--- src/rtcbk_defines.vh ---
/*
 * shared constants of the bcd timekeeper: register addresses, field
 * positions, first-power values, write masks and divider figures.
 * assumes it is included by bare name from the divider and top design files.
 */
`ifndef RTCBK_DEFINES_VH
`define RTCBK_DEFINES_VH

// register addresses
`define RTCBK_ADDR_SEC    6'h00
`define RTCBK_ADDR_MIN    6'h01
`define RTCBK_ADDR_HR     6'h02
`define RTCBK_ADDR_WDAY   6'h03
`define RTCBK_ADDR_DATE   6'h04
`define RTCBK_ADDR_MON    6'h05
`define RTCBK_ADDR_YR     6'h06
`define RTCBK_ADDR_CTRL   6'h07
`define RTCBK_ADDR_RAM0   6'h08
`define RTCBK_ADDR_LAST   6'h3F
`define RTCBK_RAM_WORDS   56

// seven-bit bus address of the device
`define RTCBK_SLAVE_ADDR  7'h68

// field positions
`define RTCBK_HALT_BIT    7
`define RTCBK_MODE12_BIT  6
`define RTCBK_PM_BIT      5
`define RTCBK_OUT_BIT     7
`define RTCBK_SQUARE_WAVE_ENABLE_BIT    4

// first-power values
`define RTCBK_RST_SEC     8'h80
`define RTCBK_RST_MIN     8'h00
`define RTCBK_RST_HR      8'h00
`define RTCBK_RST_WDAY    8'h01
`define RTCBK_RST_DATE    8'h01
`define RTCBK_RST_MON     8'h01
`define RTCBK_RST_YR      8'h00
`define RTCBK_RST_CTRL    8'h03

// bits that exist in each register, all others read zero
`define RTCBK_MASK_MIN    8'h7F
`define RTCBK_MASK_HR     8'h7F
`define RTCBK_MASK_WDAY   8'h07
`define RTCBK_MASK_DATE   8'h3F
`define RTCBK_MASK_MON    8'h1F
`define RTCBK_MASK_CTRL   8'h93

// oscillator divider: 32768 oscillator edges per second
`define RTCBK_DIV_W       15
`define RTCBK_DIV_TOP     15'h7FFF

`endif

--- src/rtcbk_sync.v ---
/*
 * two-flop synchroniser for a group of asynchronous pins.
 * assumes each bit is a slow level; reset value set by INIT.
 */
`timescale 1ns/1ns
module rtcbk_sync #(
	parameter       W    = 1,
	parameter [W-1:0] INIT = {W{1'b0}}
) (
	input  wire         sys_clk,
	input  wire         rst_n,
	input  wire         clk_en,
	input  wire [W-1:0] d,
	output reg  [W-1:0] q
);

reg [W-1:0] meta_r;	// first stage, read only by q

// two flops in a row, only the second reads the first
always @(posedge sys_clk or negedge rst_n)
begin
	if (!rst_n)
	begin
		meta_r <= INIT;
		q      <= INIT;
	end
	else if (clk_en)
	begin
		meta_r <= d;
		q      <= meta_r;
	end
end

endmodule // rtcbk_sync

--- src/rtcbk_div.v ---
/*
 * sub-second divider chain fed by the synchronised oscillator level.
 * assumes osc_s is already synchronised to sys_clk.
 */
`timescale 1ns/1ns
`include "rtcbk_defines.vh"
module rtcbk_div (
	input  wire                    sys_clk,
	input  wire                    rst_n,
	input  wire                    clk_en,
	input  wire                    osc_s,
	input  wire                    halt,
	input  wire                    clear,
	output reg  [`RTCBK_DIV_W-1:0] cnt_r,
	output reg                     wave32_r,
	output reg                     tick_r
);

reg  osc_d_r;	// previous oscillator level
wire osc_rise;	// one rising oscillator edge while running

assign osc_rise = osc_s & ~osc_d_r & ~halt;

// count oscillator edges; wrap gives the falling edge of the 1 hz wave
always @(posedge sys_clk or negedge rst_n)
begin
	if (!rst_n)
	begin
		osc_d_r  <= 1'b0;
		cnt_r    <= {`RTCBK_DIV_W{1'b0}};
		wave32_r <= 1'b0;
		tick_r   <= 1'b0;
	end
	else if (clk_en)
	begin
		osc_d_r <= osc_s;
		tick_r  <= 1'b0;
		// oscillator wave freezes while halted
		if (!halt)
			wave32_r <= osc_s;
		if (clear)
			cnt_r <= {`RTCBK_DIV_W{1'b0}};
		else if (osc_rise)
		begin
			cnt_r  <= cnt_r + 1'b1;
			tick_r <= (cnt_r == `RTCBK_DIV_TOP);
		end
	end
end

endmodule // rtcbk_div

--- src/rtcbk_top.v ---
/*
 * bcd timekeeper: two-wire slave port, clock and calendar counters,
 * user snapshot buffers, control register, general ram and pointer.
 * assumes scl, sda and the 32.768 khz oscillator are asynchronous pins.
 */
`timescale 1ns/1ns
`include "rtcbk_defines.vh"
module rtcbk_top (
	input  wire sys_clk,
	input  wire rst_n,
	input  wire clk_en,
	input  wire scl_pin,
	input  wire sda_pin_in,
	output reg  sda_pin_out_r,
	output reg  sda_pin_oe_n_r,
	input  wire osc_pin,
	output reg  square_wave_pin
);

// bus states
localparam [1:0] ST_IDLE = 2'b00;	// not addressed
localparam [1:0] ST_ADDR = 2'b01;	// taking the address byte
localparam [1:0] ST_WR   = 2'b10;	// master writes to us
localparam [1:0] ST_RD   = 2'b11;	// we send to the master

// synchronised pins and their previous levels
wire [2:0] pins_s;	// {osc, sda, scl} after two flops
wire       scl_s;	// synchronised clock line
wire       sda_s;	// synchronised data line
wire       osc_s;	// synchronised oscillator
reg        scl_d_r;	// scl one cycle back
reg        sda_d_r;	// sda one cycle back

// bus engine state
reg  [1:0] st_r;	// bus state
reg  [3:0] bit_cnt_r;	// bits seen in this byte, 9 = ack clock
reg  [7:0] shift_r;	// incoming byte
reg  [7:0] tx_r;	// outgoing byte, msb next
reg        rw_r;	// direction of this transfer
reg        first_r;	// next written byte is the pointer
reg        drive_r;	// pull sda low

// register file
reg  [5:0] ptr_r;	// register pointer
reg  [7:0] sec_r;	// seconds, bit 7 halts
reg  [7:0] min_r;	// minutes
reg  [7:0] hr_r;	// hours with mode and pm
reg  [7:0] wday_r;	// day of week
reg  [7:0] date_r;	// day of month
reg  [7:0] mon_r;	// month
reg  [7:0] yr_r;	// year
reg  [7:0] ctrl_r;	// output pin control
reg  [7:0] ubuf_r [0:6];	// read snapshot of the time registers
reg  [7:0] ram_r [0:`RTCBK_RAM_WORDS-1];	// general ram
integer    i;	// loop index, unused; the snapshot is loaded without a loop

// divider outputs
wire [`RTCBK_DIV_W-1:0] div_cnt;	// sub-second count
wire       wave32;	// oscillator-rate wave
wire       tick;	// one pulse per second

// bus events
wire scl_rise;	// scl low to high
wire scl_fall;	// scl high to low
wire bus_start;	// start or repeated start
wire bus_stop;	// stop condition
wire wr_evt;	// data or pointer byte acknowledged
wire rd_evt;	// sent byte finished
wire data_wr;	// data byte to store
wire sec_wr;	// seconds being written
wire [5:0] ram_idx;	// ram word for the pointer
reg  [7:0] rd_byte;	// byte the pointer selects
reg  [5:0] ptr_nxt;	// pointer after one step

// next values after one second
reg  [7:0] sec_nxt;
reg  [7:0] min_nxt;
reg  [7:0] hr_nxt;
reg  [7:0] wday_nxt;
reg  [7:0] date_nxt;
reg  [7:0] mon_nxt;
reg  [7:0] yr_nxt;
reg  [8:0] st9;	// scratch {carry, value}
reg        carry;	// ripple into the next field
reg        wave_sel;	// chosen square wave

// one bcd step with wrap from top to bottom, carry on wrap
function [8:0] bcd_step;
	input [7:0] v;
	input [7:0] lo;
	input [7:0] hi;
	begin
		if (v == hi)
			bcd_step = {1'b1, lo};
		else if (v[3:0] == 4'h9)
			bcd_step = {1'b0, v[7:4] + 4'h1, 4'h0};
		else
			bcd_step = {1'b0, v[7:4], v[3:0] + 4'h1};
	end
endfunction

// last date of a month, leap every fourth year
function [7:0] month_end;
	input [7:0] mon;
	input [7:0] yr;
	reg         leap;
	begin
		leap = yr[4] ? (yr[3:0] == 4'h2 || yr[3:0] == 4'h6) :
			(yr[3:0] == 4'h0 || yr[3:0] == 4'h4 ||
			 yr[3:0] == 4'h8);
		case (mon)
			8'h02: month_end = leap ? 8'h29 : 8'h28;
			8'h04, 8'h06, 8'h09, 8'h11: month_end = 8'h30;
			default: month_end = 8'h31;
		endcase
	end
endfunction

// pins pass two flops before any logic sees them
rtcbk_sync #(
	.W    (3),
	.INIT (3'b011)
) u_sync (
	.sys_clk (sys_clk),
	.rst_n   (rst_n),
	.clk_en  (clk_en),
	.d       ({osc_pin, sda_pin_in, scl_pin}),
	.q       (pins_s)
);

assign scl_s = pins_s[0];
assign sda_s = pins_s[1];
assign osc_s = pins_s[2];

// divider halts with the halt bit, clears on a seconds write
rtcbk_div u_div (
	.sys_clk  (sys_clk),
	.rst_n    (rst_n),
	.clk_en   (clk_en),
	.osc_s    (osc_s),
	.halt     (sec_r[`RTCBK_HALT_BIT]),
	.clear    (sec_wr),
	.cnt_r    (div_cnt),
	.wave32_r (wave32),
	.tick_r   (tick)
);

// line edges and bus conditions
assign scl_rise  = scl_s & ~scl_d_r;
assign scl_fall  = ~scl_s & scl_d_r;
assign bus_start = scl_s & scl_d_r & sda_d_r & ~sda_s;
assign bus_stop  = scl_s & scl_d_r & ~sda_d_r & sda_s;
assign wr_evt    = scl_fall & (bit_cnt_r == 4'd8) & (st_r == ST_WR);
assign rd_evt    = scl_fall & (bit_cnt_r == 4'd8) & (st_r == ST_RD);
assign data_wr   = wr_evt & ~first_r;
assign sec_wr    = data_wr & (ptr_r == `RTCBK_ADDR_SEC);
assign ram_idx   = ptr_r - `RTCBK_ADDR_RAM0;

// read mux: time from the snapshot, control and ram direct
always @*
begin
	if (ptr_r < `RTCBK_ADDR_CTRL)
		rd_byte = ubuf_r[ptr_r[2:0]];
	else if (ptr_r == `RTCBK_ADDR_CTRL)
		rd_byte = ctrl_r;
	else
		rd_byte = ram_r[ram_idx];
	// pointer wraps past the last ram byte
	if (ptr_r == `RTCBK_ADDR_LAST)
		ptr_nxt = 6'h00;
	else
		ptr_nxt = ptr_r + 6'h01;
end

// bus engine: sample on scl rise, drive on scl fall
always @(posedge sys_clk or negedge rst_n)
begin
	if (!rst_n)
	begin
		scl_d_r   <= 1'b1;
		sda_d_r   <= 1'b1;
		st_r      <= ST_IDLE;
		bit_cnt_r <= 4'd0;
		shift_r   <= 8'h00;
		tx_r      <= 8'h00;
		rw_r      <= 1'b0;
		first_r   <= 1'b0;
		drive_r   <= 1'b0;
	end
	else if (clk_en)
	begin
		scl_d_r <= scl_s;
		sda_d_r <= sda_s;
		if (bus_start)
		begin
			// any start begins a fresh address byte
			st_r      <= ST_ADDR;
			bit_cnt_r <= 4'd0;
			drive_r   <= 1'b0;
		end
		else if (bus_stop)
		begin
			st_r    <= ST_IDLE;
			drive_r <= 1'b0;
		end
		else if (st_r != ST_IDLE && scl_rise)
		begin
			if (bit_cnt_r < 4'd8)
				shift_r <= {shift_r[6:0], sda_s};
			// master not acknowledging ends a read
			if (st_r == ST_RD && bit_cnt_r == 4'd8 && sda_s)
				st_r <= ST_IDLE;
			bit_cnt_r <= bit_cnt_r + 4'd1;
		end
		else if (st_r != ST_IDLE && scl_fall)
		begin
			if (bit_cnt_r == 4'd8)
			begin
				case (st_r)
					ST_ADDR:
					begin
						// only our address is acknowledged
						if (shift_r[7:1] == `RTCBK_SLAVE_ADDR)
						begin
							drive_r <= 1'b1;
							rw_r    <= shift_r[0];
							first_r <= ~shift_r[0];
						end
						else
							st_r <= ST_IDLE;
					end
					ST_WR:
						drive_r <= 1'b1;
					default:
						drive_r <= 1'b0;	// release for master ack
				endcase
			end
			else if (bit_cnt_r == 4'd9)
			begin
				bit_cnt_r <= 4'd0;
				if (st_r == ST_WR && first_r)
					first_r <= 1'b0;
				if (st_r == ST_RD || (st_r == ST_ADDR && rw_r))
				begin
					// load next byte at the held pointer
					st_r    <= ST_RD;
					tx_r    <= {rd_byte[6:0], 1'b0};
					drive_r <= ~rd_byte[7];
				end
				else
				begin
					st_r    <= ST_WR;
					drive_r <= 1'b0;
				end
			end
			else if (st_r == ST_RD)
			begin
				// shift the remaining bits out msb first
				drive_r <= ~tx_r[7];
				tx_r    <= {tx_r[6:0], 1'b0};
			end
		end
	end
end

// pointer: loaded by first byte, stepped after each data byte
always @(posedge sys_clk or negedge rst_n)
begin
	if (!rst_n)
		ptr_r <= 6'h00;
	else if (clk_en)
	begin
		if (wr_evt && first_r)
			ptr_r <= shift_r[5:0];
		else if (data_wr || rd_evt)
			ptr_r <= ptr_nxt;
	end
end

// one-second cascade of all counters
always @*
begin
	sec_nxt  = {1'b0, sec_r[6:0]};
	min_nxt  = min_r;
	hr_nxt   = hr_r;
	wday_nxt = wday_r;
	date_nxt = date_r;
	mon_nxt  = mon_r;
	yr_nxt   = yr_r;
	carry    = 1'b0;
	st9      = bcd_step({1'b0, sec_r[6:0]}, 8'h00, 8'h59);
	sec_nxt  = st9[7:0];
	if (st9[8])
	begin
		st9     = bcd_step(min_r, 8'h00, 8'h59);
		min_nxt = st9[7:0];
		if (st9[8])
		begin
			if (!hr_r[`RTCBK_MODE12_BIT])
			begin
				// 24-hour: bit 5 is the second tens bit
				st9    = bcd_step({2'b00, hr_r[5:0]}, 8'h00, 8'h23);
				hr_nxt = {2'b00, st9[5:0]};
				carry  = st9[8];
			end
			else if (hr_r[4:0] == 5'h11)
			begin
				// 11 to 12 flips am/pm, day ends at pm
				hr_nxt = {2'b01, ~hr_r[`RTCBK_PM_BIT], 5'h12};
				carry  = hr_r[`RTCBK_PM_BIT];
			end
			else if (hr_r[4:0] == 5'h12)
				hr_nxt = {hr_r[7:5], 5'h01};
			else
			begin
				st9    = bcd_step({3'b000, hr_r[4:0]}, 8'h00, 8'h99);
				hr_nxt = {hr_r[7:5], st9[4:0]};
			end
		end
	end
	if (carry)
	begin
		st9      = bcd_step(wday_r, 8'h01, 8'h07);
		wday_nxt = st9[7:0];
		st9      = bcd_step(date_r, 8'h01, month_end(mon_r, yr_r));
		date_nxt = st9[7:0];
		if (st9[8])
		begin
			st9     = bcd_step(mon_r, 8'h01, 8'h12);
			mon_nxt = st9[7:0];
			if (st9[8])
			begin
				st9    = bcd_step(yr_r, 8'h00, 8'h99);
				yr_nxt = st9[7:0];
			end
		end
	end
end

// time registers: tick first, an acknowledged write overrides
always @(posedge sys_clk or negedge rst_n)
begin
	if (!rst_n)
	begin
		sec_r  <= `RTCBK_RST_SEC;
		min_r  <= `RTCBK_RST_MIN;
		hr_r   <= `RTCBK_RST_HR;
		wday_r <= `RTCBK_RST_WDAY;
		date_r <= `RTCBK_RST_DATE;
		mon_r  <= `RTCBK_RST_MON;
		yr_r   <= `RTCBK_RST_YR;
		ctrl_r <= `RTCBK_RST_CTRL;
	end
	else if (clk_en)
	begin
		// tick only arrives while running
		if (tick && !sec_r[`RTCBK_HALT_BIT])
		begin
			sec_r  <= sec_nxt;
			min_r  <= min_nxt;
			hr_r   <= hr_nxt;
			wday_r <= wday_nxt;
			date_r <= date_nxt;
			mon_r  <= mon_nxt;
			yr_r   <= yr_nxt;
		end
		if (data_wr)
		begin
			// stored masked so unused bits read zero
			case (ptr_r)
				`RTCBK_ADDR_SEC:  sec_r  <= shift_r;
				`RTCBK_ADDR_MIN:  min_r  <= shift_r & `RTCBK_MASK_MIN;
				`RTCBK_ADDR_HR:   hr_r   <= shift_r & `RTCBK_MASK_HR;
				`RTCBK_ADDR_WDAY: wday_r <= shift_r & `RTCBK_MASK_WDAY;
				`RTCBK_ADDR_DATE: date_r <= shift_r & `RTCBK_MASK_DATE;
				`RTCBK_ADDR_MON:  mon_r  <= shift_r & `RTCBK_MASK_MON;
				`RTCBK_ADDR_YR:   yr_r   <= shift_r;
				`RTCBK_ADDR_CTRL: ctrl_r <= shift_r & `RTCBK_MASK_CTRL;
				default:          yr_r   <= yr_r;	// ram handled apart
			endcase
		end
	end
end

// snapshot on start, ram writes; ram holds no reset
always @(posedge sys_clk)
begin
	if (clk_en)
	begin
		if (bus_start)
		begin
			ubuf_r[0] <= sec_r;
			ubuf_r[1] <= min_r;
			ubuf_r[2] <= hr_r;
			ubuf_r[3] <= wday_r;
			ubuf_r[4] <= date_r;
			ubuf_r[5] <= mon_r;
			ubuf_r[6] <= yr_r;
		end
		if (data_wr && ptr_r >= `RTCBK_ADDR_RAM0)
			ram_r[ram_idx] <= shift_r;
	end
end

// square wave rate selection
always @*
begin
	case (ctrl_r[1:0])
		2'b00:   wave_sel = div_cnt[14];	// 1 hz
		2'b01:   wave_sel = div_cnt[2];	// 4.096 khz
		2'b10:   wave_sel = div_cnt[1];	// 8.192 khz
		default: wave_sel = wave32;	// 32.768 khz
	endcase
end

// output pins come straight from flops
always @(posedge sys_clk or negedge rst_n)
begin
	if (!rst_n)
	begin
		sda_pin_out_r   <= 1'b0;
		sda_pin_oe_n_r  <= 1'b1;
		square_wave_pin <= 1'b0;
	end
	else if (clk_en)
	begin
		sda_pin_out_r  <= 1'b0;
		sda_pin_oe_n_r <= ~drive_r;
		if (ctrl_r[`RTCBK_SQUARE_WAVE_ENABLE_BIT])
			square_wave_pin <= wave_sel;
		else
			square_wave_pin <= ctrl_r[`RTCBK_OUT_BIT];
	end
end

endmodule // rtcbk_top

--- config.mk ---
export PLATFORM = sky130hd
export DESIGN_NAME = rtcbk_top
export DESIGN_NICKNAME = d
export VERILOG_FILES = /design/src/rtcbk_sync.v /design/src/rtcbk_div.v /design/src/rtcbk_top.v
export VERILOG_INCLUDE_DIRS = /design/src
export SDC_FILE = /design/constraint.sdc
export NUM_CORES = 1
export LEC_CHECK = 0
export BUFFER_PORTS_ARGS = -buffer_cell sky130_fd_sc_hd__buf_2
export CORE_UTILIZATION = 60
export DETAILED_ROUTE_END_ITERATION = 16
export MAX_ROUTING_LAYER = met4
export PLACE_DENSITY_LB_ADDON = 0.3
export SLEW_MARGIN = 20
export SYNTH_ARGS = -nofsm -noshare
export SYNTH_HDL_FRONTEND = slang
export SYNTH_SLANG_ARGS = --single-unit
export TNS_END_PERCENT = 30
--- constraint.sdc ---
create_clock -name sys_clk -period 6.3 [get_ports sys_clk]
set_input_delay 1.26 -clock sys_clk [delete_from_list [all_inputs] [get_ports sys_clk]]
set_output_delay 1.26 -clock sys_clk [all_outputs]
set_load 0.02 [all_outputs]
After elaboration in Yosys (flattened, before gate mapping)
Memories as Yosys holds them, arrays and structs flattened. Index checks and enable logic that the tools add are counted.

Register bits: 119. Bits in latches: 0. RAM bits: 504. Bits in read-only memories: 0. Input port bits: 6. Output and inout port bits: 3. Word-level logic and storage cells: 289. Memories: 2.

Memory list: ram_r (depth 56, width 8, rd ports 1, clocked after Yosys merged registers in 0, write ports 1, line rtcbk_top.v:54) `` reg [7:0] ram_r [0:`RTCBK_RAM_WORDS-1]; ``; ubuf_r (depth 7, width 8, rd ports 1, clocked after Yosys merged registers in 0, write ports 7, line rtcbk_top.v:53) `reg [7:0] ubuf_r [0:6];`.

$add $sub $neg: 19. Multiply operators: 0. Div/mod/pow operators: 0. Magnitude comparators: 3. Equal/unequal tests: 53. Shifts and indexed selects: 0. Muxes and demuxes: 112. Bitwise logic cells: 30. Reductions and logical operators: 44.

Operators with widths (count): 8-bit 2-to-1 mux (46); 9-bit 2-to-1 mux (9); 4-bit by 1-bit adder with 4-bit output (second input constant) (13); 4-bit equality test (second input constant) (10); 1-bit 2-to-1 mux (30); 15-bit 2-to-1 mux (2); 6-bit by 3-bit equality test with 1-bit output (second input constant) (4); 8-bit by 3-bit equality test with 1-bit output (second input constant) (3); 4-bit 2-to-1 mux (6); 2-bit 2-to-1 mux (9); 6-bit 2-to-1 mux (3); 8-bit by 5-bit equality test with 1-bit output (second input constant) (2); 1-bit inverter (16); 8-bit case mux with 2 select lines (1); 8-bit AND reduction (2); 15-bit by 1-bit adder with 15-bit output (second input constant) (1); 15-bit equality test (second input constant) (1); 5-bit AND reduction (3); 1-bit AND (14); 7-bit equality test (second input constant) (2); 6-bit by 2-bit equality test with 1-bit output (second input constant) (2); 6-bit equality test (second input constant) (2); 2-bit nonzero test (6); 5-bit equality test (second input constant) (2); 45 further kinds (72).

Depth between registers and ports, before layout
Gate-level depths: netlist of the first run.

Word-level depth: 18. Depth in mapped cells: 13. Mapped depth without buffers: 10.

Modules after synthesis
A second synthesis of the first run with hierarchy kept.

Cell total of the unflattened synthesis: 2004. Area, all modules: 27360.0 µm².

Modules (own cells, without submodules): rtcbk_top (instances 1, cells an instance 1896, area each 26196.4 µm², seq. area each 17498.0 µm²); rtcbk_div (instances 1, cells an instance 95, area each 907.1 µm², seq. area each 450.4 µm²); rtcbk_sync (instances 1, cells an instance 13, area each 256.5 µm², seq. area each 155.1 µm²).

Worst setup path before layout of the first run
Ideal clock, no wire load.

Path type: input -> register. Start: input port clk_en. End: memory ubuf_r[0][0] (enable). Data arrival time: 6205 ps. Slack: -444 ps. Stages: 6. Cells stage by stage: clkbuf_1 -> clkbuf_1 -> clkbuf_1 -> clkbuf_1 -> nand2_1 -> nor3_1.

RTL lines: start: declaration (line rtcbk_top.v:11) `input wire clk_en,`; end: declaration (line rtcbk_top.v:53).

Worst setup path in the final report of the first run
Start: register bit_cnt_r[0]. End: memory ram_r[38][1] (enable).

Cells in the longest elaborated chain, start to end: 8.

RTL lines: start: declaration (line rtcbk_top.v:36) `reg [3:0] bit_cnt_r;`; start signal: assignment (line rtcbk_top.v:213) `bit_cnt_r <= bit_cnt_r + 4'd1;`; 4-bit equality test (line rtcbk_top.v:153) `assign wr_evt = scl_fall & (bit_cnt_r == 4'd8) & (st_r == ST_WR);`; 1-bit AND (2 in series) (line rtcbk_top.v:153); 1-bit AND (line rtcbk_top.v:155) `assign data_wr = wr_evt & ~first_r;`; 1-bit logical AND (no line); 1-bit 2-to-1 mux (line rtcbk_top.v:400) `` if (data_wr && ptr_r >= `RTCBK_ADDR_RAM0) ``; 1-bit 2-to-1 mux (line rtcbk_top.v:388) `if (clk_en)`; 1-bit 2-to-1 mux (implied by the code) (line rtcbk_top.v:401) `ram_r[ram_idx] <= shift_r;`; end: declaration (line rtcbk_top.v:54).

No other way between the ends.

==> metrics.md, run 1 <==
| Metric | Value |
|---|---|
| # port buffers | `7` |
| Inserted Diodes | `0` |
| Detail Route Antenna Nets | `0` |
| Setup slack, reg-to-reg | `approximately 1.6 ns` |
| Psw | `roughly 3.6 mW` |
| Synthesis-stage register bit count | `a little over 600` |
| Worst-path clk slew | `0.07 ns` |
| Final Critical Period | `about 4.7 ns` |
| GRT overflow | `0` |
| Yosys warning total | `0` |
| Initial core utilization | `60.8%` |
| Critical Path RT | `6.56 ns` |
| Number of global-route vias before repair | `between 15000 and 20000` |
| Outcome | `finished, final reports clean` |
| Least-Margin Pin Slew | `around 1.1 ns` |
| Die width | `~220 um` |
| Hold EP | `ubuf_r[2][7]` |
| Yosys top cell area share | `55.0%` |
| Clock share of power | `between 30% and 40%` |
| Pre-antenna DRT Iters | `6` |
| Area growth from synthesis to layout | `9.51%` |
| Reg2Reg Launch Point | `bit_cnt_r[0]` |
| Max-slew violations | `0` |
| Count of cell types in the netlist | `90` |
| Leading area contributor after synthesis | `edfxtp_1` |
| Unrepaired setup endpoints after global routing | `false` |
| R2R Path End | `ram_r[38][1]` |
| Sw Ratio | `about a third` |
| Fin Clk Skew | `roughly 0.025 ns` |
| Main area contributors after synthesis | `edfxtp_1 55%, dfrtp_1 9.5%, mux4_2 3.9%` |
| Tot Pwr | `around 11 mW` |
| Leakage | `10.0 nW` |
| CTS Hold Bufs | `0` |
| Worst Path Buf+Inv | `1` |
| Hold WC Path Type | `register to register` |
| Post-route insts no fill | `between 2000 and 3000` |
| Final Cycle Share | `74.7%` |
| Critical path type | `register to register` |
| First-pass GRT wire length | `approximately 110 mm` |
| Post-CTS Setup Inserts | `0` |
| P_int | `7.72 mW` |
| FF/Latch Area | `~18000 um^2` |
| Rel. slew slack | `between 20% and 30%` |
| Worst path slowest cell | `nor3_1` |
| Critical path cell sequence | `inv_1 -> ha_1 -> nand3b_1 -> nor3_1 -> nand2_1 -> nor3_1 -> nand3_1 -> nor2_1` |
| Top cells by count, synth | `504 x edfxtp_1, 148 x nor2_1, 140 x nand2_1` |
| Area of the multi-input gates | `roughly 8800 um^2` |
| Crit path max-delay family | `simple AND/OR/NAND/NOR gates` |
| Share of layout cells above drive strength 1 | `14.3%` |
| TritonCTS clock tree | `built` |
| Cell Rows | `~80` |
| Logic pwr share | `around a fifth` |
| Crit path max fanout | `12` |
| Fill cells | `around 3200` |
| Startpoint types | `register` |
| Most used DFF post-synth | `edfxtp_1` |
| Pin count of the biggest net entering global routing | `around 110` |
| FF-to-FF path depth | `8` |
| Share of power burned in registers | `roughly 47%` |
| Count of flip-flops with a built-in enable after synthesis | `~500` |
| Worst hold start | `hr_r[7]` |
| Initial antenna violation count | `0` |
| CTS Root Buffer Type | `clkbuf_16` |
| Maximum VDD drop | `about 0.00066 V` |
| Post-synthesis sequential area ratio | `about two thirds` |
| H-Tree Depth | `2` |
| Cells after DPL | `2513` |
| Ports | `9` |
| Placer Congestion | `about 0.93` |
| Count of final setup violators | `0` |
| Gate Count Post-Synth | `1996` |
| Core Box Area | `approximately 45000 um^2` |
| Net Count, Synth | `2036` |
| Wire length per cell | `28.3 um` |
| Setup TNS | `0 ns` |
| Max Cap Viol | `0` |
| Via density | `just over 7` |
| Number of DRC markers in iteration 0 | `about 3100` |
| Nets | `approximately 2000` |
| Synth Cell Area | `about 28000 um^2` |
| Most used cell, CP | `nor3_1` |
| Fmax | `~210 MHz` |
| Arr. time, crit path | `~5.0 ns` |
| Ys async rst share | `between 10% and 20%` |
| Post-DP HPWL | `~46 mm` |
| Via Count | `approximately 18000` |
| Sink Count | `622` |
| Die Area | `between 40000 and 50000 um^2` |
| Tot GR Track Use | `about a third` |
| Clock buffer depth | `3` |
| CP endpoint kind | `register` |
| Clock buffer count from CTS | `60` |
| Syn avg cell area | `approximately 14 um^2` |
| Most frequent cell after synthesis | `edfxtp_1` |
| Final Hold Fails | `0` |
| Residual DRC | `0` |
| Clk_lat worst skew | `around 0.64 ns` |
| Die height | `roughly 220 um` |
| PD cells | `roughly 380 nW/um^2` |
| CP max stage delay | `between 0.8 and 0.9 ns` |
| Gates resized, CTS repair | `0` |
| Routed WL | `between 70 and 80 mm` |
| Worst hold path cell count | `0` |
-- worst max-delay path by stage --
stage	end	depth (start not counted)	start	slack, ns
6_report	ram_r[38][1]	8	bit_cnt_r[0]	1.59
5_1_grt	ram_r[38][1]	8	bit_cnt_r[1]	1.40
4_1_cts	ram_r[38][1]	8	bit_cnt_r[1]	1.89
3_5_place_dp	ram_r[38][3]	8	bit_cnt_r[0]	1.89
3_3_place_gp	ram_r[38][3]	8	bit_cnt_r[0]	2.08
2_1_floorplan	ubuf_r[0][0]	6	clk_en	1.26
-- state kept, by name, indices dropped and copies added, names as in the netlist, 2 cells and up --
name	count
bit_cnt_r	4
ctrl_r	4
date_r	8
hr_r	8
min_r	8
mon_r	8
ptr_r	6
ram_r	448
sec_r	8
shift_r	8
st_r	2
tx_r	7
u_div.cnt_r	15
u_sync.meta_r	3
u_sync.q	3
ubuf_r	56
wday_r	8
yr_r	8
-- per-layer routing --
metal / track usage (%) / part of all wire, % / routed length (um)
met1: 46.8 / 39 / 28900
met4: 12.5 / 4.3 / 3220
met2: 47.5 / 45 / 33300
met5: - / 0 / 0
met3: 6.75 / 12 / 9030
-- area by class of cell --
class                      instances  share of cell area, %
clock buffer                      70                   5.24
clock inverter                    42                   1.41
inverter                          44                  0.548
multi-input combinational       1208                   29.2
sequential                       622                   60.1
tap                              600                   2.49
timing repair buffer              39                  0.962
-- metrics by stage --
stage,hold slack (ns),cell area [um^2],utilization [%],worst slack [ns]
6_report,0.464,30200,66.6,1.59
3_3_place_gp,0.430,28100,62.1,2.08
3_5_place_dp,0.437,28100,62.2,1.89
5_1_grt,0.472,30200,66.6,1.40
4_1_cts,0.454,30200,66.6,1.89
2_1_floorplan,0.391,27500,-,1.26
-- power groups by stage --
stage	combinational [mW]	sequential, mW	clock, mW
3_3_place_gp	2.28	5.32	0
2_1_floorplan	1.59	5.07	0
6_report	2.40	5.26	3.66
4_1_cts	2.34	5.25	3.69
5_1_grt	2.49	5.28	3.82
3_5_place_dp	2.31	5.33	0
-- placed cells by master, fill, tap and decap left out, types with 14 or more instances in the layout --
cell type and instances:
a221oi_1 40, nand4_1 20, a31oi_1 18, ha_1 34, clkbuf_16 61, nand2_1 140
a21oi_1 73, and3_1 16, xnor2_1 14, mux2i_1 65, nor2_1 148, nand3_1 47
nor3_1 36, inv_1 40, o21ai_0 89, a22oi_1 30, mux2_2 55, o2bb2ai_1 15
nand3b_1 17, mux4_2 48, buf_4 32, dfrtp_1 94, edfxtp_1 504, o22ai_1 31
a22o_1 24, nand2b_1 15
-- cells by family (layout without fill, tap and decap cells) --
kind of cell,Yosys count,in the layout,share of synthesized area [%]
simple gates,538,538,9.73
buf+inv,166,195,2.39
flops,622,622,65.7
mux,168,168,8.54
xor+xnor,20,20,0.636
compound gates,447,447,11.4
other cells,1,1,0.0136
fa+ha+maj,34,34,1.54
(Power assumes the default switching activity.)
==> run 2: changes to the inputs <==
- ABC_AREA: not set -> 1
- clock period: 6.3 -> 4.7 ns (I/O delays scaled with it)
==> run 2 against run 1 <==
Against the previous run: flip-flop and latch count unchanged; synthesized cell count up 46%; critical endpoint is now yr_r[0]; routed wire length up 1.2%; critical path type unchanged; via count up 13%; die area up 3.5%; largest power group unchanged; first-iteration DRC count down 25%; non-clock buffer count up 3; worst setup slack worse by 0.45 ns; sequential share of layout area down 2.1 points; hold slack worse by 0.067 ns.
==> metrics.md, run 2 <==
| Metric | Value |
|---|---|
| Outcome | `finished, final reports clean` |
| Count of final setup violators | `0 (unchanged)` |
| Max reg flops | `448 (unchanged)` |
| Residual DRC | `0 (unchanged)` |
| Final Cycle Share | `75.8% (+1.0 points)` |
| Biggest register | `ram_r` |
| Clock buffer depth | `3 (unchanged)` |
| Initial core utilization | `61.0% (+0.16 points)` |
| R2R Path End | `yr_r[0]` |
| Arr. time, crit path | `4.08 ns (-0.88 ns)` |
| # port buffers | `7 (unchanged)` |
| First-pass GRT wire length | `115 mm (+2.4%)` |
| Nets | `2954 (+47%)` |
| Share of layout cells above drive strength 1 | `8.40% (-5.9 points)` |
| Tot GR Track Use | `32.8% (-0.27 points)` |
| Detail Route Antenna Nets | `0 (unchanged)` |
| Maximum VDD drop | `0.000330 V (-50%)` |
| Sink Count | `622 (unchanged)` |
| Area growth from synthesis to layout | `9.51% (about the same)` |
| Synthesis-stage register bit count | `622 (unchanged)` |
| Worst path slowest cell | `dfrtp_2` |
| Die Area | `48400 um^2 (+3.5%)` |
| H-Tree Depth | `2 (unchanged)` |
| Setup TNS | `0 ns (unchanged)` |
| Least-Margin Pin Slew | `1.12 ns (+0.0409 ns)` |
| Most frequent cell after synthesis | `nand2_1` |
| Via Count | `21000 (+13%)` |
| Leakage | `12.7 nW (+27%)` |
| Most common cell after layout, fill and taps aside | `nand2_1` |
| Die width | `220 um (+1.7%)` |
| Gates resized, CTS repair | `0 (unchanged)` |
| Main area contributors after synthesis | `edfxtp_1 53%, nand2_1 16%, dfrtp_1 9.2%` |
| Reg2Reg Launch Point | `ptr_r[1]` |
| Fmax | `281 MHz (+32%)` |
| TritonCTS clock tree | `built` |
| Pre-antenna DRT Iters | `6 (unchanged)` |
| Count of flip-flops with a built-in enable after synthesis | `504 (unchanged)` |
| Leading area contributor after synthesis | `edfxtp_1` |
| Number of DRC markers in iteration 0 | `2304 (-25%)` |
| GRT overflow | `0 (unchanged)` |
| Critical Path RT | `5.22 ns (-1.34 ns)` |
| Worst Path Buf+Inv | `2 (+1)` |
| Pin count of the biggest net entering global routing | `98 (-9.3%)` |
| Number of global-route vias before repair | `20600 (+17%)` |
| Rel. slew slack | `25.0% (-2.4 points)` |
| CTS Hold Bufs | `0 (unchanged)` |
| Top cells by count, synth | `1193 x nand2_1, 504 x edfxtp_1, 182 x inv_1` |
| Yosys warning total | `0 (unchanged)` |
| PD cells | `530 nW/um^2 (+41%)` |
| Most used DFF post-synth | `edfxtp_1` |
| Critical path type | `register to register` |
| Pre-CTS setup slack | `1.24 ns (-0.651 ns)` |
| Tot Pwr | `16.5 mW (+46%)` |
| Fill cells | `3540 (+12%)` |
| Via density | `5.87 (-17%)` |
| Core Box Area | `46800 um^2 (+3.2%)` |
| Routed WL | `75.3 mm (+1.2%)` |
| Final Critical Period | `3.56 ns (-1.15 ns)` |
| Max-slew violations | `0 (unchanged)` |
| Unrepaired setup endpoints after global routing | `false` |
| Crit path max fanout | `49 (+37)` |
| Post-synthesis sequential area ratio | `63.5% (-2.2 points)` |
| CTS Root Buffer Type | `clkbuf_16` |
| CP max stage delay | `0.90 ns (+0.03 ns)` |
| Net Count, Synth | `2951 (+45%)` |
| Crit path max-delay family | `simple AND/OR/NAND/NOR gates` |
| Ports | `9 (unchanged)` |
| Initial antenna violation count | `1 (+1)` |
| FF-to-FF path depth | `11 (+3)` |
| Post-CTS Setup Inserts | `0 (unchanged)` |
| Clk_lat worst skew | `0.63 ns (about the same)` |
| Post-DP HPWL | `47.5 mm (+3.5%)` |
| Max Cap Viol | `0 (unchanged)` |
| Fin Clk Skew | `0.0186 ns (-0.00644 ns)` |
| Most used cell, CP | `nand2_1` |
| Hold WC Path Type | `input port to asynchronous set/reset pin` |
| Ys async rst share | `19.0% (unchanged)` |
| Wire length per cell | `21.1 um (-26%)` |
| Yosys top cell area share | `53.1% (-1.9 points)` |
| Critical path cell sequence | `buf_4 -> ha_1 -> nand3_2 -> nand3_1 -> nor2_4 -> nand2_1 -> nand2_1 -> inv_1 -> nand2_1 -> nand2_1 -> o21ai_1` |
| Final Hold Fails | `0 (unchanged)` |
| Placer Congestion | `0.966 (+4.0%)` |
| Die height | `220 um (+1.7%)` |
| Syn avg cell area | `9.79 um^2 (-29%)` |
| Most frequent cells in the layout | `1193 x nand2_1, 504 x edfxtp_1, 182 x inv_1, 176 x nor2_1, 144 x o21ai_0` |
| Clock buffer count from CTS | `61 (+1.7%)` |
| Synth Cell Area | `28500 um^2 (+3.5%)` |
| Cell Rows | `79 (+1.3%)` |
| Startpoint types | `register` |
| CP endpoint kind | `register` |
| Final WS setup | `1.14 ns (-0.453 ns)` |
| Gate Count Post-Synth | `2911 (+46%)` |
| Worst-path clk slew | `0.07 ns (about the same)` |
| Setup slack, reg-to-reg | `1.14 ns (-0.45 ns)` |
| Count of cell types in the netlist | `52 (-42%)` |
| Top flop regs | `ram_r x448, ubuf_r x56, u_div.cnt_r x15` |
## run 2: cell types whose count changed after synthesis, moves of 54 or more
| cell | before | now |
|---|---|---|
| mux2_2 | 55 | 0 |
| o21ai_0 | 89 | 144 |
| inv_1 | 40 | 182 |
| nand2_1 | 140 | 1193 |
| mux2i_1 | 65 | 0 |
| clkbuf_1 | 79 | 25 |
## run 2: worst max path at each step
stage                   end  cells past startpoint  startpoint  slack, ns
2_1_floorplan  ubuf_r[0][0]                      4      clk_en       0.47
3_3_place_gp        yr_r[0]                     11    ptr_r[1]       1.26
3_5_place_dp        yr_r[0]                     11    ptr_r[1]       1.24
4_1_cts             yr_r[0]                     11    ptr_r[1]       1.22
5_1_grt             yr_r[0]                     11    ptr_r[1]       0.97
6_report            yr_r[0]                     11    ptr_r[1]       1.14
## run 2: routing by layer
metal  track usage (%)  vias to the layer above  routed length [um]
met5                 -                        -                   0
met4              16.0                        0                3720
met3              5.88                      212                6530
met2              52.7                     1040               36100
met1              40.2                    10000               28900
li1                  -                     9722                   -
## run 2: cell families after synthesis
| family | Yosys count | synth area share (%) |
|---|---|---|
| AO/OA/AOI/OAI | 361 | 7.08 |
| XOR/XNOR | 20 | 0.614 |
| adder cells (fa/ha/maj) | 34 | 1.49 |
| buffers and inverters | 303 | 4.53 |
| flip-flops | 622 | 63.5 |
| other | 1 | 0.0132 |
| AND/OR/NAND/NOR | 1570 | 22.8 |
## run 2: per-stage QoR
step                      util [%]  area, um^2  cells  hold WS [ns]
final                         66.8       31200   3574         0.397
after floorplan                  -       28500   2911         0.406
after CTS                     66.8       31200   3573         0.413
after global placement        62.2       29100   3458         0.438
after global routing          66.8       31200   3574         0.452
after detailed placement      62.2       29100   3458         0.442
## run 2: cell type report
class | instances | area, um^2 | area share (%)
flip-flops and latches | 622 | 18100 | 58.1
multi-input cells | 1986 | 9120 | 29.2
clock buffers | 75 | 1630 | 5.23
inverters | 201 | 759 | 2.43
well taps | 607 | 759 | 2.43
clock inverters | 40 | 508 | 1.63
repair buffers | 42 | 313 | 1.00
diodes | 1 | 2.50 | 0.00802
## run 2: power by group
part / leakage [nW] / internal (mW) / switching, mW
clock: 1.02 / 3.08 / 2.11
combinational: 5.85 / 1.06 / 3.15
sequential: 5.80 / 6.63 / 0.525
## run 2: worst reg2reg max path: stages (launching register included)
cell and delay, ns:
dfrtp_2 0.90, buf_4 0.73, ha_1 0.42, nand3_2 0.27
nand3_1 0.22, nor2_4 0.10, nand2_1 0.08, nand2_1 0.24
inv_1 0.24, nand2_1 0.12, nand2_1 0.07, o21ai_1 0.06
==> run 3: changes to the inputs <==
- clock period: 4.7 -> 3.4 ns (I/O delays scaled with it)
==> run 3 against run 2 <==
Against the previous run: worst setup slack got worse by 1.1 ns; first-iteration DRC count increased by 3.6%; sequential power increased by 35%; count of clock-buffer cells in the layout increased by 5; die area unchanged; routed wire length increased by 1.9%; fmax increased by 5.2%; design area increased by 0.67%; largest cell class unchanged; highest routed layer unchanged.
==> metrics.md, run 3 (synthesis gave the netlist of run 2 again) <==
| Metric | Value |
|---|---|
| Routed WL | `76.7 mm (+1.9%)` |
| Fmax | `296 MHz (+5.2%)` |
| Rel. slew slack | `37.4% (+12 points)` |
| CP max stage delay | `0.68 ns (-0.22 ns)` |
| Maximum VDD drop | `0.000747 V (+130%)` |
| Via density | `5.91 (+0.63%)` |
| CP Depth | `10 (-1)` |
| Leakage | `12.8 nW (+1.4%)` |
| Clk_lat worst skew | `0.65 ns (+0.02 ns)` |
| # port buffers | `7 (unchanged)` |
| Critical path type | `register to register` |
| Final Cycle Share | `99.5% (+24 points)` |
| Post-CTS Setup Inserts | `0 (unchanged)` |
| CTS Hold Bufs | `0 (unchanged)` |
| Number of global-route vias before repair | `20600 (-0.0097%)` |
| Die width | `220 um (unchanged)` |
| Cell Rows | `79 (unchanged)` |
| Outcome | `finished, final reports clean` |
| Clock buffer depth | `3 (unchanged)` |
| Pin count of the biggest net entering global routing | `81 (-17%)` |
| Tot Pwr | `22.7 mW (+37%)` |
| Crit path from | `bit_cnt_r[0]` |
| Max Cap Viol | `0 (unchanged)` |
| Area growth from synthesis to layout | `10.2%` |
| Most frequent cells in the layout | `1193 x nand2_1, 504 x edfxtp_1, 182 x inv_1, 163 x nor2_1, 143 x o21ai_0` |
| Worst Path Buf+Inv | `3 (+1)` |
| Fin Clk Skew | `0.0192 ns (+0.000541 ns)` |
| Crit path max-delay family | `simple AND/OR/NAND/NOR gates` |
| FF-to-FF path depth | `10 (-1)` |
| Most common cell after layout, fill and taps aside | `nand2_1` |
| Critical Path RT | `3.66 ns (-1.56 ns)` |
| Via Count | `21300 (+1.6%)` |
| Fill cells | `3544 (+0.11%)` |
| Tot GR Track Use | `33.5% (+0.70 points)` |
| Max reg flops | `448 (unchanged)` |
| PD cells | `723 nW/um^2 (+36%)` |
| Initial core utilization | `61.0% (unchanged)` |
| Worst Setup EP | `ram_r[31][1]` |
| Unrepaired setup endpoints after global routing | `true` |
| TritonCTS clock tree | `built` |
| H-Tree Depth | `2 (unchanged)` |
| Core Box Area | `46800 um^2 (unchanged)` |
| Clock buffer count from CTS | `61 (unchanged)` |
| FF/Latch Area | `18100 um^2 (unchanged)` |
| First-pass GRT wire length | `117 mm (+2.2%)` |
| Nets | `2990 (+1.2%)` |
| Initial antenna violation count | `1 (unchanged)` |
| Worst-path clk slew | `0.06 ns (about the same)` |
| Hold WC Path Type | `input port to asynchronous set/reset pin` |
| Post-DP HPWL | `50.6 mm (+6.5%)` |
| Wire length per cell | `21.3 um (+0.95%)` |
| Pre-CTS setup slack | `0.112 ns (-1.13 ns)` |
| Placer Congestion | `0.967 (+0.14%)` |
| Residual DRC | `0 (unchanged)` |
| Share of layout cells above drive strength 1 | `10.0% (+1.6 points)` |
| GRT overflow | `0 (unchanged)` |
| CP endpoint kind | `register` |
| Reg2Reg Launch Point | `bit_cnt_r[0]` |
| Count of final setup violators | `0 (unchanged)` |
| Final Critical Period | `3.38 ns (-0.177 ns)` |
| R2R Path End | `ram_r[31][1]` |
| Area of the multi-input gates | `9160 um^2 (+0.36%)` |
| Least-Margin Pin Slew | `0.939 ns (-0.185 ns)` |
| Final Hold Fails | `0 (unchanged)` |
| Ports | `9 (unchanged)` |
| Startpoint types | `register` |
| Gates resized, CTS repair | `0 (unchanged)` |
| Setup slack, reg-to-reg | `0.02 ns (-1.12 ns)` |
| Crit path max fanout | `9 (-82%)` |
| Number of DRC markers in iteration 0 | `2387 (+3.6%)` |
| CTS Root Buffer Type | `clkbuf_16` |
| Sink Count | `622 (unchanged)` |
| Detail Route Antenna Nets | `0 (unchanged)` |
| Final WS setup | `0.0167 ns (-1.12 ns)` |
| Critical path cell sequence | `inv_1 -> ha_1 -> nand3_2 -> nor3_4 -> inv_1 -> nor2_1 -> inv_1 -> nor2_2 -> nand2_1 -> nor2_1` |
| Max-slew violations | `0 (unchanged)` |
| Biggest register | `ram_r` |
| Most used cell, CP | `inv_1` |
| Top flop regs | `ram_r x448, ubuf_r x56, u_div.cnt_r x15` |
| Arr. time, crit path | `3.64 ns (-0.44 ns)` |
| Die Area | `48400 um^2 (unchanged)` |
| Worst path slowest cell | `nor2_1` |
| Pre-antenna DRT Iters | `6 (unchanged)` |
| Hold WS | `0.0757 ns (-0.321 ns)` |
| Die height | `220 um (unchanged)` |
==> run 3: cell types whose count changed in the layout (fill, tap and decap cells not counted), sizes merged <==
cell and delta:
clkbuf +5, clkinv +3, bufinv -6, clkinvlp -6
inv +2, buf +36
==> run 3: layout make-up <==
type | instances | area share [%]
flip-flops and latches | 622 | 57.7
multi-input cells | 1986 | 29.1
clock buffers | 80 | 5.38
inverters | 201 | 2.42
well taps | 607 | 2.42
repair buffers | 78 | 1.89
clock inverters | 33 | 1.09
diodes | 1 | 0.00796
==> run 3: worst min-delay path by stage <==
stage,startpoint,end,slack (ns),cells after the start
floorplan,rst_n,bit_cnt_r[0],0.38,0
global placement,date_r[7],ubuf_r[4][7],0.44,0
detailed placement,date_r[7],ubuf_r[4][7],0.44,0
CTS,rst_n,u_div.cnt_r[4],0.08,1
global route,rst_n,u_div.cnt_r[4],0.12,1
finish,rst_n,u_div.cnt_r[5],0.08,1
==> run 3: per-stage QoR <==
| stage | cell area, um^2 | util [%] | setup TNS (ns) | std cells |
|---|---|---|---|---|
| after floorplan | 28500 | - | 0 | 2911 |
| after global placement | 29400 | 62.8 | 0 | 3494 |
| after detailed placement | 29400 | 62.8 | 0 | 3494 |
| after CTS | 31400 | 67.1 | 0 | 3607 |
| after global routing | 31400 | 67.2 | -4.48 | 3608 |
| final | 31400 | 67.2 | 0 | 3608 |
==> run 3: per-layer routing <==
metal | global-route usage, % | up-vias | part of all wire, %
li1 | - | 9789 | -
met1 | 42.1 | 10200 | 38
met2 | 53.2 | 1118 | 48
met3 | 5.24 | 250 | 8.7
met4 | 16.5 | 0 | 5.4
met5 | - | - | 0
==> run 3: report_power, final <==
part	total, mW	switching (mW)	internal [mW]
clock	6.78	2.89	3.89
sequential	9.68	0.512	9.17
combinational	6.27	4.71	1.56
total	22.7	8.11	14.6
